File: src/include/gfx_pkg.sv
// Constants and carrier types for the planar graphics write/read unit.
// Assumes a 16-bit I/O port space and four 8-bit display memory planes.
package gfx_pkg;

    // ****************************************************************
    // I/O ports and register indices
    // ****************************************************************
    localparam logic [15:0] INDEX_PORT_ADDR = 16'h03ce;   // Index port address.
    localparam logic [15:0] DATA_PORT_ADDR  = 16'h03cf;   // Data port address.
    localparam logic [3:0]  IDX_FILL_VALUE  = 4'h0;       // Fill colour value.
    localparam logic [3:0]  IDX_FILL_ENABLE = 4'h1;       // Fill colour enable.
    localparam logic [3:0]  IDX_CMP_COLOUR  = 4'h2;       // Compare reference colour.
    localparam logic [3:0]  IDX_LOGIC_ROT   = 4'h3;       // Logic op and rotation.
    localparam logic [3:0]  IDX_PLANE_READ  = 4'h4;       // Plane read choice.
    localparam logic [3:0]  IDX_ACCESS_CTL  = 4'h5;       // Planar access control.
    localparam logic [3:0]  IDX_CMP_IGNORE  = 4'h7;       // Compare plane ignore.
    localparam logic [3:0]  IDX_BIT_MASK    = 4'h8;       // Bit mask.

    // ****************************************************************
    // Field positions and reset values
    // ****************************************************************
    localparam int ROT_LSB      = 0;     // Rotate count low bit.
    localparam int LOP_LSB      = 3;     // Logical operation low bit.
    localparam int WMODE_LSB    = 0;     // Write mode low bit.
    localparam int RCMP_BIT     = 3;     // Compare read enable bit.
    localparam int ODDEVEN_BIT  = 4;     // Odd/even addressing bit.
    localparam int SHOE_BIT     = 5;     // Odd/even shift bit.
    localparam int SH256_BIT    = 6;     // 256-colour shift bit.
    localparam logic [7:0] REG_RESET = 8'h00;  // Defined reset value of every register.
    localparam logic [7:0] MASK4     = 8'h0f;  // Writable bits of 4-bit registers.
    localparam logic [7:0] MASK_LR   = 8'h1f;  // Writable bits of logic/rotate.
    localparam logic [7:0] MASK_PR   = 8'h03;  // Writable bits of plane read choice.
    localparam logic [7:0] MASK_AC   = 8'h7b;  // Writable bits of access control.

    // ****************************************************************
    // Enumerations and carriers
    // ****************************************************************
    typedef enum logic [1:0] {
        LOP_PASS = 2'b00,
        LOP_AND  = 2'b01,
        LOP_OR   = 2'b10,
        LOP_XOR  = 2'b11
    } lop_type;

    typedef enum logic [1:0] {
        WM_0 = 2'b00,
        WM_1 = 2'b01,
        WM_2 = 2'b10,
        WM_3 = 2'b11
    } wmode_type;

    // One 8-bit byte for each of four planes.
    typedef struct packed {
        logic [7:0] p3;
        logic [7:0] p2;
        logic [7:0] p1;
        logic [7:0] p0;
    } planes_type;

    // Processor display memory cycle request.
    typedef struct packed {
        logic       rd;      // Read strobe.
        logic       wr;      // Write strobe.
        logic       a0;      // Lowest address bit.
        logic [7:0] data;    // Write data.
    } mem_req_type;

endpackage : gfx_pkg

File: src/core/gfx_rotate.sv
// Rotates one byte right by a 3-bit count.
// Pure combinational, used by the write path of the graphics unit.
`timescale 1ns/1ps
`default_nettype none
module gfx_rotate (
    // Data in and count.
    input  wire logic [7:0] din,
    input  wire logic [2:0] count,
    // Rotated data.
    output logic [7:0]      dout
);
    // Doubled byte lets a plain shift implement the rotation.
    wire [15:0] doubled = {din, din};
    wire [15:0] shifted = doubled >> count;

    // Low byte of the shifted pair is the rotated byte; zero count passes data.
    assign dout = shifted[7:0];
endmodule // gfx_rotate
`default_nettype wire

File: src/core/gfx_unit.sv
// Planar graphics write/read unit: index/data register pair, four write
// modes, two read modes, odd/even addressing and shifter load controls.
// Assumes the host presents I/O and memory cycles as one-cycle strobes on
// clk_sys, and that display memory returns all four planes combinationally.
//
// Behaviour
// - index port selects register reached through data port
// - index holds four bits, upper bits read zero
// - fill value bit replicated across plane byte
// - mode 0 enable picks fill or data
// - read mode 1 returns colour match bits
// - rotate write byte right by count
// - logic op with latches, never mode 1
// - plane selector for read mode 0
// - mode 0 rotate, fill, logic, mask
// - mode 1 writes latches unchanged
// - processor reads load the four latches
// - mode 2 data bits become plane colour
// - mode 3 fill colour, rotated data masks
// - compare enable bit selects read mode
// - odd/even addressing splits planes by A0
// - odd/even shift interleaves plane pair bits
// - 256-colour shift overrides odd/even shift
// - data port carries full eight bits
// - zero mask bit keeps latched value
// - compare ignore zero excludes plane
`timescale 1ns/1ps
`default_nettype none
module gfx_unit (
    // Clock and reset.
    input  wire logic                clk_sys,
    input  wire logic                rst,
    // I/O port cycles.
    input  wire logic                io_wr,
    input  wire logic                io_rd,
    input  wire logic [15:0]         io_addr,
    input  wire logic [7:0]          io_wdata,
    output logic [7:0]               io_rdata,
    // Display memory cycles from the processor.
    input  wire gfx_pkg::mem_req_type mem_req,
    output logic [7:0]               mem_rdata,
    // Plane memory port.
    input  wire gfx_pkg::planes_type plane_rd,
    output gfx_pkg::planes_type      plane_wr,
    output logic [3:0]               plane_we,
    // Shifter load controls.
    output logic                     shift_odd_even,
    output logic                     shift_256
);
    import gfx_pkg::*;

    // ****************************************************************
    // Register file
    // ****************************************************************
    logic [3:0] index_r;          // Register index field.
    logic [7:0] fill_value_r;     // Fill colour value.
    logic [7:0] fill_enable_r;    // Fill colour enable.
    logic [7:0] cmp_colour_r;     // Compare reference colour.
    logic [7:0] logic_rot_r;      // Logic op and rotation.
    logic [7:0] plane_read_r;     // Plane read choice.
    logic [7:0] access_ctl_r;     // Planar access control.
    logic [7:0] cmp_ignore_r;     // Compare plane ignore.
    logic [7:0] bit_mask_r;       // Bit mask.
    planes_type latch_r;          // Per-plane processor latches.

    // Port decode as named wires.
    wire index_sel = (io_addr == INDEX_PORT_ADDR);
    wire data_sel  = (io_addr == DATA_PORT_ADDR);
    wire data_wr   = io_wr && data_sel;
    wire wr_fv     = data_wr && (index_r == IDX_FILL_VALUE);
    wire wr_fe     = data_wr && (index_r == IDX_FILL_ENABLE);
    wire wr_cc     = data_wr && (index_r == IDX_CMP_COLOUR);
    wire wr_lr     = data_wr && (index_r == IDX_LOGIC_ROT);
    wire wr_pr     = data_wr && (index_r == IDX_PLANE_READ);
    wire wr_ac     = data_wr && (index_r == IDX_ACCESS_CTL);
    wire wr_ci     = data_wr && (index_r == IDX_CMP_IGNORE);
    wire wr_bm     = data_wr && (index_r == IDX_BIT_MASK);

    // Index register; only the low four bits are stored.
    always_ff @(posedge clk_sys) begin
        if (rst) begin
            index_r <= 4'h0;
        end else if (io_wr && index_sel) begin
            index_r <= io_wdata[3:0];
        end
    end

    // Data registers; reserved bits are masked so they read back zero.
    always_ff @(posedge clk_sys) begin
        if (rst) begin
            fill_value_r  <= REG_RESET;
            fill_enable_r <= REG_RESET;
            cmp_colour_r  <= REG_RESET;
            logic_rot_r   <= REG_RESET;
            plane_read_r  <= REG_RESET;
            access_ctl_r  <= REG_RESET;
            cmp_ignore_r  <= REG_RESET;
            bit_mask_r    <= REG_RESET;
        end else begin
            if (wr_fv) fill_value_r  <= io_wdata & MASK4;
            if (wr_fe) fill_enable_r <= io_wdata & MASK4;
            if (wr_cc) cmp_colour_r  <= io_wdata & MASK4;
            if (wr_lr) logic_rot_r   <= io_wdata & MASK_LR;
            if (wr_pr) plane_read_r  <= io_wdata & MASK_PR;
            if (wr_ac) access_ctl_r  <= io_wdata & MASK_AC;
            if (wr_ci) cmp_ignore_r  <= io_wdata & MASK4;
            if (wr_bm) bit_mask_r    <= io_wdata;
        end
    end

    // ****************************************************************
    // Register read-back
    // ****************************************************************
    logic [7:0] data_mux;   // Value of the indexed register.

    // Selects the indexed register; unused indices read zero.
    always_comb begin
        unique case (index_r)
            IDX_FILL_VALUE:  data_mux = fill_value_r;
            IDX_FILL_ENABLE: data_mux = fill_enable_r;
            IDX_CMP_COLOUR:  data_mux = cmp_colour_r;
            IDX_LOGIC_ROT:   data_mux = logic_rot_r;
            IDX_PLANE_READ:  data_mux = plane_read_r;
            IDX_ACCESS_CTL:  data_mux = access_ctl_r;
            IDX_CMP_IGNORE:  data_mux = cmp_ignore_r;
            IDX_BIT_MASK:    data_mux = bit_mask_r;
            default:         data_mux = 8'h00;
        endcase
    end

    wire [7:0] io_rd_nxt = index_sel ? {4'h0, index_r} :
                           data_sel  ? data_mux : 8'h00;

    // Read data is registered: it appears the cycle after io_rd.
    always_ff @(posedge clk_sys) begin
        if (rst) begin
            io_rdata <= 8'h00;
        end else if (io_rd) begin
            io_rdata <= io_rd_nxt;
        end
    end

    // ****************************************************************
    // Field decode
    // ****************************************************************
    wire [2:0]  rot_count  = logic_rot_r[ROT_LSB +: 3];
    wire [1:0]  lop_bits   = logic_rot_r[LOP_LSB +: 2];
    lop_type    lop;
    wmode_type  wmode;
    assign lop   = lop_type'(lop_bits);
    assign wmode = wmode_type'(access_ctl_r[WMODE_LSB +: 2]);
    wire        read_cmp   = access_ctl_r[RCMP_BIT];
    wire        odd_even   = access_ctl_r[ODDEVEN_BIT];
    // Shifter: the 256-colour bit wins, else odd/even shift governs.
    assign shift_256       = access_ctl_r[SH256_BIT];
    assign shift_odd_even  = !access_ctl_r[SH256_BIT] &&
                             access_ctl_r[SHOE_BIT];

    // ****************************************************************
    // Write path
    // ****************************************************************
    logic [7:0] rot_data;   // Rotated processor byte.

    gfx_rotate u_rotate (
        .din   (mem_req.data),
        .count (rot_count),
        .dout  (rot_data)
    );

    // Effective per-pixel mask: mode 3 ANDs rotated data into it.
    wire [7:0] eff_mask = (wmode == WM_3) ? (rot_data & bit_mask_r)
                                          : bit_mask_r;
    wire [31:0] latch_w = latch_r;
    logic [31:0] wr_bus;    // Per-plane merged result.

    // One write lane per plane: source, logic op, then mask merge.
    genvar gp;
    generate
        for (gp = 0; gp < 4; gp++) begin : g_plane
            wire [7:0] lat  = latch_w[gp*8 +: 8];
            wire [7:0] fill = {8{fill_value_r[gp]}};
            // Mode 0 substitutes fill where enabled; 2 uses data bits.
            wire [7:0] src  =
                (wmode == WM_2) ? {8{mem_req.data[gp]}} :
                (wmode == WM_3) ? fill :
                fill_enable_r[gp] ? fill : rot_data;
            // Logical operation with the latch, after substitution.
            wire [7:0] opd  =
                (lop == LOP_AND) ? (src & lat) :
                (lop == LOP_OR)  ? (src | lat) :
                (lop == LOP_XOR) ? (src ^ lat) : src;
            // Mask merge last; mode 1 bypasses all of it.
            assign wr_bus[gp*8 +: 8] = (wmode == WM_1) ? lat :
                (opd & eff_mask) | (lat & ~eff_mask);
        end
    endgenerate

    assign plane_wr = planes_type'(wr_bus);

    // Odd/even addressing steers even A0 to planes 0,2 and odd to 1,3.
    wire [3:0] plane_en = !odd_even ? 4'hf :
                          mem_req.a0 ? 4'ha : 4'h5;
    assign plane_we = mem_req.wr ? plane_en : 4'h0;

    // ****************************************************************
    // Read path
    // ****************************************************************
    wire [31:0] rd_bus = plane_rd;
    // Plane choice; under odd/even, bit 0 comes from A0 instead.
    wire [1:0] rd_plane = odd_even ? {plane_read_r[1], mem_req.a0}
                                   : plane_read_r[1:0];
    wire [7:0] direct_rd = rd_bus[rd_plane*8 +: 8];
    logic [7:0] match;      // Colour compare result per pixel.

    // A pixel matches when every compared plane equals its reference bit.
    genvar gb;
    generate
        for (gb = 0; gb < 8; gb++) begin : g_pix
            wire [3:0] pix = {rd_bus[24+gb], rd_bus[16+gb],
                              rd_bus[8+gb], rd_bus[gb]};
            assign match[gb] = ~|((pix ^ cmp_colour_r[3:0]) &
                                  cmp_ignore_r[3:0]);
        end
    endgenerate

    // Read result and latch load on every processor memory read.
    always_ff @(posedge clk_sys) begin
        if (rst) begin
            mem_rdata <= 8'h00;
            latch_r   <= '0;
        end else if (mem_req.rd) begin
            mem_rdata <= read_cmp ? match : direct_rd;
            latch_r   <= plane_rd;
        end
    end

endmodule // gfx_unit
`default_nettype wire

File: config.mk
export PLATFORM = sky130hd
export DESIGN_NAME = gfx_unit
export DESIGN_NICKNAME = d
export VERILOG_FILES = /design/src/include/gfx_pkg.sv /design/src/core/gfx_rotate.sv /design/src/core/gfx_unit.sv
export SDC_FILE = /design/constraint.sdc
export NUM_CORES = 1
export LEC_CHECK = 0
export BUFFER_PORTS_ARGS = -buffer_cell sky130_fd_sc_hd__buf_2
export CORE_ASPECT_RATIO = 1.5
export CORE_MARGIN = 3
export CORE_UTILIZATION = 63
export DETAILED_ROUTE_END_ITERATION = 16
export MAX_ROUTING_LAYER = met4
export PLACE_DENSITY_LB_ADDON = 0.08
export RECOVER_POWER = 25
export SLEW_MARGIN = 30
export SYNTH_ARGS = -nofsm -noshare
export SYNTH_HDL_FRONTEND = slang
export SYNTH_HIERARCHICAL = 1
export SYNTH_SLANG_ARGS = --single-unit
File: constraint.sdc
create_clock -name clk_sys -period 8.15 [get_ports clk_sys]
set_clock_uncertainty 0.05 [all_clocks]
set_input_delay 1.2225 -clock clk_sys [delete_from_list [all_inputs] [get_ports clk_sys]]
set_output_delay 1.2225 -clock clk_sys [all_outputs]
set_load 0.01 [all_outputs]
== After elaboration in Yosys (flattened, before gate mapping) ==
Index checks and enable logic that the tools add are counted.

* Bits in registers: 89
* Input bits: 71
* Word-level logic and storage cells: 140

* Equality and inequality tests: 15
* Shifts and indexed selects: 2
* Mux-type cells: 37
* Bitwise gates (word level): 42
* Reduce and logical (&&, ||, !) cells: 29

{| class="wikitable"
|+ Operators by type and width
! operator !! number
|-
| two-way mux 8 bit || 32
|-
| AND 8 bit || 13
|-
| bitwise OR 8 bit || 8
|-
| one-hot mux 8 bit (8 select lines) || 1
|-
| AND 4 bit || 8
|-
| equality test 16 x 10 -> 1 bit (second input constant) || 2
|-
| OR reduction 4 bit || 8
|-
| variable part select 32 x 6 -> 8 bit || 1
|-
| bitwise XOR 4 bit || 8
|-
| bitwise XOR 8 bit || 4
|-
| >> shifter 16 x 3 -> 8 bit || 1
|-
| equality test 4 x 3 -> 1 bit (second input constant) || 3
|-
| two-way mux 4 bit || 3
|-
| logical AND 1 bit || 11
|-
| zero test 1 bit || 9
|-
| equality test 2 bit (second input constant) || 4
|-
| equality test 4 x 2 -> 1 bit (second input constant) || 2
|-
| inverter 8 bit || 1
|-
| equality test 2 x 1 -> 1 bit (second input constant) || 2
|-
| equality test 4 x 1 -> 1 bit (second input constant) || 1
|-
| equality test 4 bit (second input constant) || 1
|-
| zero test 4 bit || 1
|-
| two-way mux 1 bit || 1
|}

== Longest topological paths before layout ==
Gate-level depths: netlist (run 1).

* Depth in word-level cells: 11
* Depth in mapped cells: 10
* Mapped depth without buffers: 9

== Modules after synthesis ==
Netlist (run 1), hierarchy kept.

{| class="wikitable"
|+ By module, submodules not included
! module !! instances !! cells an instance !! area each (µm²)
|-
| gfx_unit || 1 || 980 || 7493.4
|-
| gfx_rotate || 1 || 19 || 326.6
|}

== Worst setup path after synthesis (run 1) ==
No wires, ideal clock.

* Path kind: input to output
* Start point: in mem_req[3] (netlist name)
* End point: out plane_wr[30] (netlist name)
* Arrival time: 3.117 ns
* Data required time: 6.878 ns
* Slack: 3.761 ns
* Stages on the path: 9
* Path buffers: 0
* Cells stage by stage: mux4_1 mux2_2 or3_1 nand2_1 ha_1 nand2_1 o211ai_1 o21ai_0 o31ai_1

{| class="wikitable"
|+ RTL lines
! element !! line !! source
|-
| from (decl) || gfx_unit.sv:40 || <nowiki>input wire gfx_pkg::mem_req_type mem_req,</nowiki>
|-
| to (decl) || gfx_unit.sv:44 || <nowiki>output gfx_pkg::planes_type plane_wr,</nowiki>
|}

==> key figures, run 1 <==
Placement
  • DP Area: around 8300 sq um
  • Hpwl dp: 17250 um
  • Cell Count Post-Placement: approximately 1200
  • IO buf count: 124
  • RePlAce Congestion: 0.9459
  • DP Worst Slack: 3.324 ns

STA
  • Pins Over Slew Limit: 50
  • Slew headroom: -92.50%
  • Hold WS: 0.4025 ns
  • Part of the cycle the worst path needs: 59.82%
  • Endpoints failing setup: 0
  • Max Freq: ~210 MHz
  • Worst Max-Slew Pin Slew: 2.888 ns
  • Setup ws final: 3.275 ns
  • TNS Setup: 0 ns
  • Fin crit period: ~4.9 ns
  • Final Hold Fails: 0
  • RSZ-0062 raised after global routing: no

Synthesis
  • Most used DFF post-synth: dfxtp_1
  • Cells after Synth: approximately 1000
  • Post-synthesis sequential area ratio: 22.78%
  • Mapped cell area: 7820 sq um
  • Mapped Nets: 1134
  • Seq cells post-synth: between 80 and 90
  • Synth Warn #: 6
  • Number of flops mapped to enable cells by yosys: 0
  • Post-synth cell types: 66
  • Ys async rst share: 0%
  • Mean Syn Cell Area: 7.828 sq um

Routing
  • Top Layer Used: met4
  • DR WL/cell: 19.97 um
  • Initial DRC Count: between 500 and 600
  • Met1 wire length: about 9000 um
  • Routed vias: 7945
  • Vias per cell: 6.539
  • Drt pass-1 iters: 5
  • Routed length on met2: 11660 um
  • WL final: 24260 um
  • Antenna Violating Nets Remaining: 0
  • Drt drc: 0
  • Met3 routed WL: 1610 um

Critical path
  • Critical Path End Type: output pin
  • CP Launch Type: input pin
  • Worst setup path class: in -> out
  • R2R depth: 4
  • Crit path to: plane_wr[3]
  • FF-to-FF Start: index_r[2]$_SDFFE_PP0P_
  • Largest fanout on the critical path: 5
  • R2R Setup Slk: 5.33 ns
  • CP arrival: 3.60 ns
  • Worst path required time: between 6 and 7 ns
  • Worst path cell trace: buf_2 -> mux4_1 -> mux2_2 -> or3_1 -> nand2_1 -> ha_1 -> nand2_1 -> o211ai_1 -> o21ai_0 -> o31ai_1 -> buf_2
  • Worst R2R End: access_ctl_r[1]$_SDFFE_PP0P_
  • Crit-path slowest cell: mux4_1
  • Crit-path max cell delay: 0.53 ns
  • Crit path from: mem_req[0]

Clock tree
  • Latest clock arrival within the worst-skew pair: approximately 0.34 ns
  • H-tree depth: 3
  • Clk pin slew, worst setup/hold paths: 0.07 ns
  • CTS Hold Bufs: 0
  • # clock sinks: 89
  • CTS-repair resized insts: 0
  • CTS max path bufs: 2
  • Setup bufs post-CTS: 0
  • TritonCTS buffer count: 9
  • Root Driver: clkbuf_16
  • CTS tree: yes

Global routing
  • Initial antenna violation count: 0
  • Remaining Overflow, GRT: 0
  • Number of global-route vias before repair: 7185
  • First-pass GRT wire length: 37690 um
  • Largest net degree at the start of global routing: 90
  • Overall routing resource usage: about a third

Run status
  • Status: complete, but fails checks
  • Failing checks: max-capacitance violations, max-slew violations

Floorplan
  • Rows: 49
  • Io pins: 125
  • Die X: 96.97 um
  • Initial core utilization: 64.75%
  • Core ar.: 12080 sq um
  • Die span in y: 142.5 um
  • Full die area: approximately 14000 sq um

Finish
  • Final core occ: 71.33%
  • Design area: 8615 sq um
  • Register area: ~1800 sq um
  • Non-filler cells, final: approximately 1200
  • P&R area growth vs syn: 10.16%
  • Ant. Diodes: 0
  • Share of layout cells above drive strength 1: 16.20%
  • Net count, final: 1192
  • Area of the multi-input gates: roughly 5400 sq um
  • # fillers: 1062

Pwr
  • Design Power: 1.036 mW
  • Power Dens Cells: 120.2 nW/um^2
  • Max VDD drop: 0.1585 mV
  • Leakage: 3.851 nW

Job
  • Max-Cap Viols: 1

Worst hold path
  • Worst Hold Class: reg -> reg
cells in the mapped netlist (all sizes together), types with 5 or more instances:
cell | instances | area, sq um
nand2 | 100 | 375.4
a21oi | 89 | 445.4
dfxtp | 89 | 1782
o21ai | 76 | 380.4
inv | 69 | 259.0
ha | 64 | 800.8
clkbuf | 62 | 232.7
mux2i | 58 | 593.1
nor2 | 57 | 214.0
o31ai | 40 | 300.3
nand3 | 36 | 180.2
xor2 | 32 | 280.3
o211ai | 27 | 202.7
buf | 24 | 137.6
or3 | 24 | 150.1
nand4 | 16 | 100.1
mux4 | 10 | 255.2
a222oi | 9 | 90.09
a21bo | 8 | 80.08
mux2 | 8 | 90.09
nor4 | 8 | 92.58
o221a | 8 | 90.09
and3 | 7 | 43.79
a22o | 5 | 43.79
nand2b | 5 | 31.28
o221ai | 5 | 43.79
o22ai | 5 | 31.28
power by group:
group / internal, mW / switching, mW
Sequential: 0.447 / 0.0172
Clock: 0.212 / 0.195
Combinational: 0.0709 / 0.0932
cells by family after synthesis:
| logic type | after synthesis | share of synthesized area [%] |
|---|---|---|
| AOI/OAI and AO/OA | 297 | 24.61 |
| and+or+nand+nor | 286 | 18.74 |
| buffers and inverters | 155 | 8.048 |
| DFF | 89 | 22.78 |
| muxes | 76 | 12.00 |
| adders and majority gates | 64 | 10.24 |
| xor gates and xnor gates | 32 | 3.584 |
cell usage in the layout (no fill, tap or decap), types with 5 or more instances in the layout:
master and count:
buf_2 117, nand2_1 100, a21oi_1 89, dfxtp_1 88
inv_1 68, ha_1 64, mux2i_1 57, o21ai_0 57
nor2_1 57, o31ai_1 40, nand3_1 36, xor2_1 32
o211ai_1 27, or3_1 24, o21ai_1 19, nand4_1 16
a222oi_1 9, clkbuf_16 9, a21bo_2 8, o221a_1 8
clkbuf_1 8, mux4_1 8, mux2_2 8, and3_1 7
buf_4 7, o221ai_1 5, a22o_1 5, o22ai_1 5
worst min path at each step:
stage,endpoint,slack (ns),depth (start not counted),start
global route,io_rdata[7]$_SDFFE_PP0P_,0.42,2,io_rdata[7]$_SDFFE_PP0P_
finish,io_rdata[5]$_SDFFE_PP0P_,0.40,2,io_rdata[5]$_SDFFE_PP0P_
floorplan,bit_mask_r[3]$_SDFFE_PP0P_,0.41,2,bit_mask_r[3]$_SDFFE_PP0P_
global placement,io_rdata[5]$_SDFFE_PP0P_,0.39,2,io_rdata[5]$_SDFFE_PP0P_
detailed placement,io_rdata[5]$_SDFFE_PP0P_,0.39,2,io_rdata[5]$_SDFFE_PP0P_
CTS,io_rdata[5]$_SDFFE_PP0P_,0.40,2,io_rdata[5]$_SDFFE_PP0P_
state kept, by name, indices dropped and copies added, names as in the netlist:
register	flops
access_ctl_r	6
bit_mask_r	8
cmp_colour_r	4
cmp_ignore_r	4
fill_enable_r	4
fill_value_r	4
g_plane.lat	32
index_r	4
io_rdata	8
logic_rot_r	5
mem_rdata	8
plane_read_r	2
area by class of cell:
cell class,count,share of cell area [%]
timing repair buffer,133,7.916
clock inverter,7,0.7262
sequential,89,20.70
multi-input combinational,755,62.82
tap,153,2.222
clock buffer,9,2.614
inverter,69,3.007
critical path, delay by kind of cell:
family | cells | cell delay [ns]
and+or+nand+nor | 3 | 0.49
adders and majority gates | 1 | 0.13
AOI/OAI and AO/OA | 3 | 0.57
buffers and inverters | 2 | 0.32
muxes | 2 | 0.87
per-layer routing:
| layer | vias up | GRT usage, % |
|---|---|---|
| met5 | - | - |
| li1 | 3753 | - |
| met3 | 111 | 3.776 |
| met1 | 3698 | 40.14 |
| met2 | 383 | 56.00 |
| met4 | 0 | 26.78 |
Power figures use the tool's default switching activity.
==> run 2: changes to the inputs <==
--- a/config.mk
+++ b/config.mk
@@ -8,7 +8,7 @@
 export BUFFER_PORTS_ARGS = -buffer_cell sky130_fd_sc_hd__buf_2
 export CORE_ASPECT_RATIO = 1.5
 export CORE_MARGIN = 3
-export CORE_UTILIZATION = 63
+export CORE_UTILIZATION = 53
 export DETAILED_ROUTE_END_ITERATION = 16
 export MAX_ROUTING_LAYER = met4
 export PLACE_DENSITY_LB_ADDON = 0.08
==> constraint.sdc (replaced) <==
create_clock -name clk_sys -period 4.34 [get_ports clk_sys]
set_clock_uncertainty 0.05 [all_clocks]
set_input_delay 0.651 -clock clk_sys [delete_from_list [all_inputs] [get_ports clk_sys]]
set_output_delay 0.651 -clock clk_sys [all_outputs]
set_load 0.01 [all_outputs]
==> run 2 against run 1 <==
The flow still finishes with violations (max-capacitance violations, max-slew violations). Critical path type is now reg -> out. First-iteration DRC count shrank 21%. Highest routed layer unchanged. Cell area rose by 1.2%. Cell count rose by 3.5%.
==> key figures, run 2 (same netlist as run 1, synthesis figures left out) <==
Floorplan
  • Die X: 105.2 um (was 96.97 um)
  • Full die area: 16280 sq um (was 13810 sq um)
  • Initial core utilization: 54.85% (was 64.75%)
  • Core ar.: 14260 sq um (was 12080 sq um)
  • Die span in y: 154.8 um (was 142.5 um)
  • Io pins: 125 (unchanged)
  • Rows: 53 (was 49)

Pwr
  • Leakage: 3.843 nW (was 3.851 nW)
  • Max VDD drop: 0.2132 mV (was 0.1585 mV)
  • Power Dens Cells: 237.4 nW/um^2 (was 120.2 nW/um^2)

Finish
  • Area of the multi-input gates: 5409 sq um (was 5411 sq um)
  • Design area: 8715 sq um (was 8615 sq um)
  • Ant. Diodes: 0 (unchanged)
  • Register area: 1783 sq um (unchanged)
  • P&R area growth vs syn: 11.44% (was 10.16%)
  • Most frequent cells in the layout: 105 x buf_2, 100 x nand2_1, 89 x a21oi_1 (was 117 x buf_2, 100 x nand2_1, 89 x a21oi_1)
  • Net count, final: 1196 (was 1192)
  • Share of layout cells above drive strength 1: 15.29% (was 16.20%)
  • Commonest non-fill, non-tap cell in the layout: buf_2 (unchanged)
  • # fillers: 1352 (was 1062)
  • Non-filler cells, final: 1258 (was 1215)
  • Max reg flops: 32 (unchanged)

Routing
  • Antenna Violating Nets Remaining: 0 (unchanged)
  • Initial DRC Count: 458 (was 579)
  • Drt pass-1 iters: 5 (unchanged)
  • WL final: 25120 um (was 24260 um)
  • Vias per cell: 6.184 (was 6.539)
  • DR WL/cell: 19.97 um (about the same)
  • Routed vias: 7780 (was 7945)
  • Drt drc: 0 (unchanged)

Clock tree
  • Root Driver: clkbuf_16 (unchanged)
  • CTS Hold Bufs: 0 (unchanged)
  • CTS-repair resized insts: 0 (unchanged)
  • H-tree depth: 3 (unchanged)
  • Clk pin slew, worst setup/hold paths: 0.07 ns (about the same)
  • Setup bufs post-CTS: 0 (unchanged)
  • # clock sinks: 89 (unchanged)
  • CTS max path bufs: 2 (unchanged)
  • CTS tree: yes (unchanged)
  • TritonCTS buffer count: 9 (unchanged)
  • Latest clock arrival within the worst-skew pair: 0.35 ns (was 0.34 ns)

STA
  • Slew headroom: -39.09% (was -92.50%)
  • Endpoints failing setup: 0 (unchanged)
  • Pins Over Slew Limit: 92 (was 50)
  • Worst Max-Slew Pin Slew: 2.086 ns (was 2.888 ns)
  • Part of the cycle the worst path needs: 92.35%
  • RSZ-0062 raised after global routing: no (unchanged)
  • Max Freq: 249.5 MHz
  • Final Hold Fails: 0 (unchanged)
  • TNS Setup: 0 ns (unchanged)
  • Fin crit period: 4.008 ns

Critical path
  • Crit path to: plane_wr[18] (was plane_wr[3])
  • R2R depth: 4 (unchanged)
  • Worst R2R End: access_ctl_r[4]$_SDFFE_PP0P_ (was access_ctl_r[1]$_SDFFE_PP0P_)
  • Worst setup path class: reg -> out (was in -> out)
  • Crit path from: logic_rot_r[2]$_SDFFE_PP0P_ (was mem_req[0])
  • CP arrival: 3.31 ns (was 3.60 ns)
  • Largest fanout on the critical path: 10 (was 5)
  • Worst path required time: 3.64 ns (was 6.88 ns)
  • FF-to-FF Start: index_r[2]$_SDFFE_PP0P_ (unchanged)
  • CP Launch Type: register (was input pin)
  • R2R Setup Slk: 1.54 ns (was 5.33 ns)
  • Critical Path End Type: output pin (unchanged)

Run status
  • Status: complete, but fails checks (unchanged)
  • Failing checks: max-capacitance violations, max-slew violations (unchanged)

Global routing
  • Initial antenna violation count: 0 (unchanged)
  • First-pass GRT wire length: 39050 um (was 37690 um)
  • Number of global-route vias before repair: 7192 (was 7185)
  • Largest net degree at the start of global routing: 50 (was 90)
  • Overall routing resource usage: 31.03% (was 34.98%)
  • Remaining Overflow, GRT: 0 (unchanged)

Job
  • Max-Cap Viols: 2 (was 1)

Placement
  • RePlAce Congestion: 0.8859 (was 0.9459)
  • Cell Count Post-Placement: 1242 (was 1198)
  • Hpwl dp: 18590 um (was 17250 um)
  • IO buf count: 124 (unchanged)
  • DP Area: 8409 sq um (was 8325 sq um)

Worst hold path
  • Worst Hold Class: reg -> reg (unchanged)
run 2: changes by cell type in the layout (fill, tap and decap cells not counted), sizes merged:
| cell | change |
|---|---|
| buf | -7 |
| bufinv | +2 |
| clkbuf | +11 |
| clkinv | -2 |
| clkinvlp | -1 |
| inv | +1 |
run 2: how the worst min path moves through the flow:
stage                                           from                          to  cells past startpoint  slack (ns)
after floorplan           bit_mask_r[3]$_SDFFE_PP0P_  bit_mask_r[3]$_SDFFE_PP0P_                      2        0.41
after global placement      io_rdata[6]$_SDFFE_PP0P_    io_rdata[6]$_SDFFE_PP0P_                      2        0.39
after detailed placement    io_rdata[5]$_SDFFE_PP0P_    io_rdata[5]$_SDFFE_PP0P_                      2        0.39
after CTS                   io_rdata[5]$_SDFFE_PP0P_    io_rdata[5]$_SDFFE_PP0P_                      2        0.40
after global routing        io_rdata[7]$_SDFFE_PP0P_    io_rdata[7]$_SDFFE_PP0P_                      2        0.44
final                       io_rdata[5]$_SDFFE_PP0P_    io_rdata[5]$_SDFFE_PP0P_                      2        0.40
run 2: critical path: stages, from the launching register on:
cell,delay (ns)
dfxtp_1,0.58
mux4_1,0.62
mux2_2,0.35
or3_1,0.34
nand2_1,0.10
ha_1,0.12
nand2_1,0.05
o211ai_1,0.11
o21ai_0,0.11
o31ai_1,0.37
buf_2,0.21
run 2: layout make-up:
type                    instances  share of cell area, %
inverters                      69                  2.972
clock inverters                 7                  1.235
well taps                     192                  2.757
clock buffers                   9                  2.584
repair buffers                137                  7.925
flip-flops and latches         89                  20.46
multi-input cells             755                  62.07
run 2: metal layers:
metal	global-route usage [%]	share of wire (%)
met5	-	0
met4	17.76	5.8
met3	3.006	5.5
met2	53.22	51
met1	35.03	38
run 2: power by group:
group,internal [mW],switching (mW)
combinational,0.129,0.178
sequential,0.839,0.0321
clock,0.517,0.373
total,1.49,0.583
run 2: per-stage QoR:
| stage | util [%] | total power [mW] | setup WS, ns | hold slack (ns) |
|---|---|---|---|---|
| global route | 61.12 | 2.145 | 0.1915 | 0.4390 |
| floorplan | - | 1.066 | 1.094 | 0.4081 |
| finish | 61.12 | 2.069 | 0.3321 | 0.4025 |
| global placement | 58.98 | 1.188 | 0.6631 | 0.3878 |
| CTS | 61.32 | 2.076 | 0.3498 | 0.4041 |
| detailed placement | 58.98 | 1.195 | 0.6218 | 0.3936 |
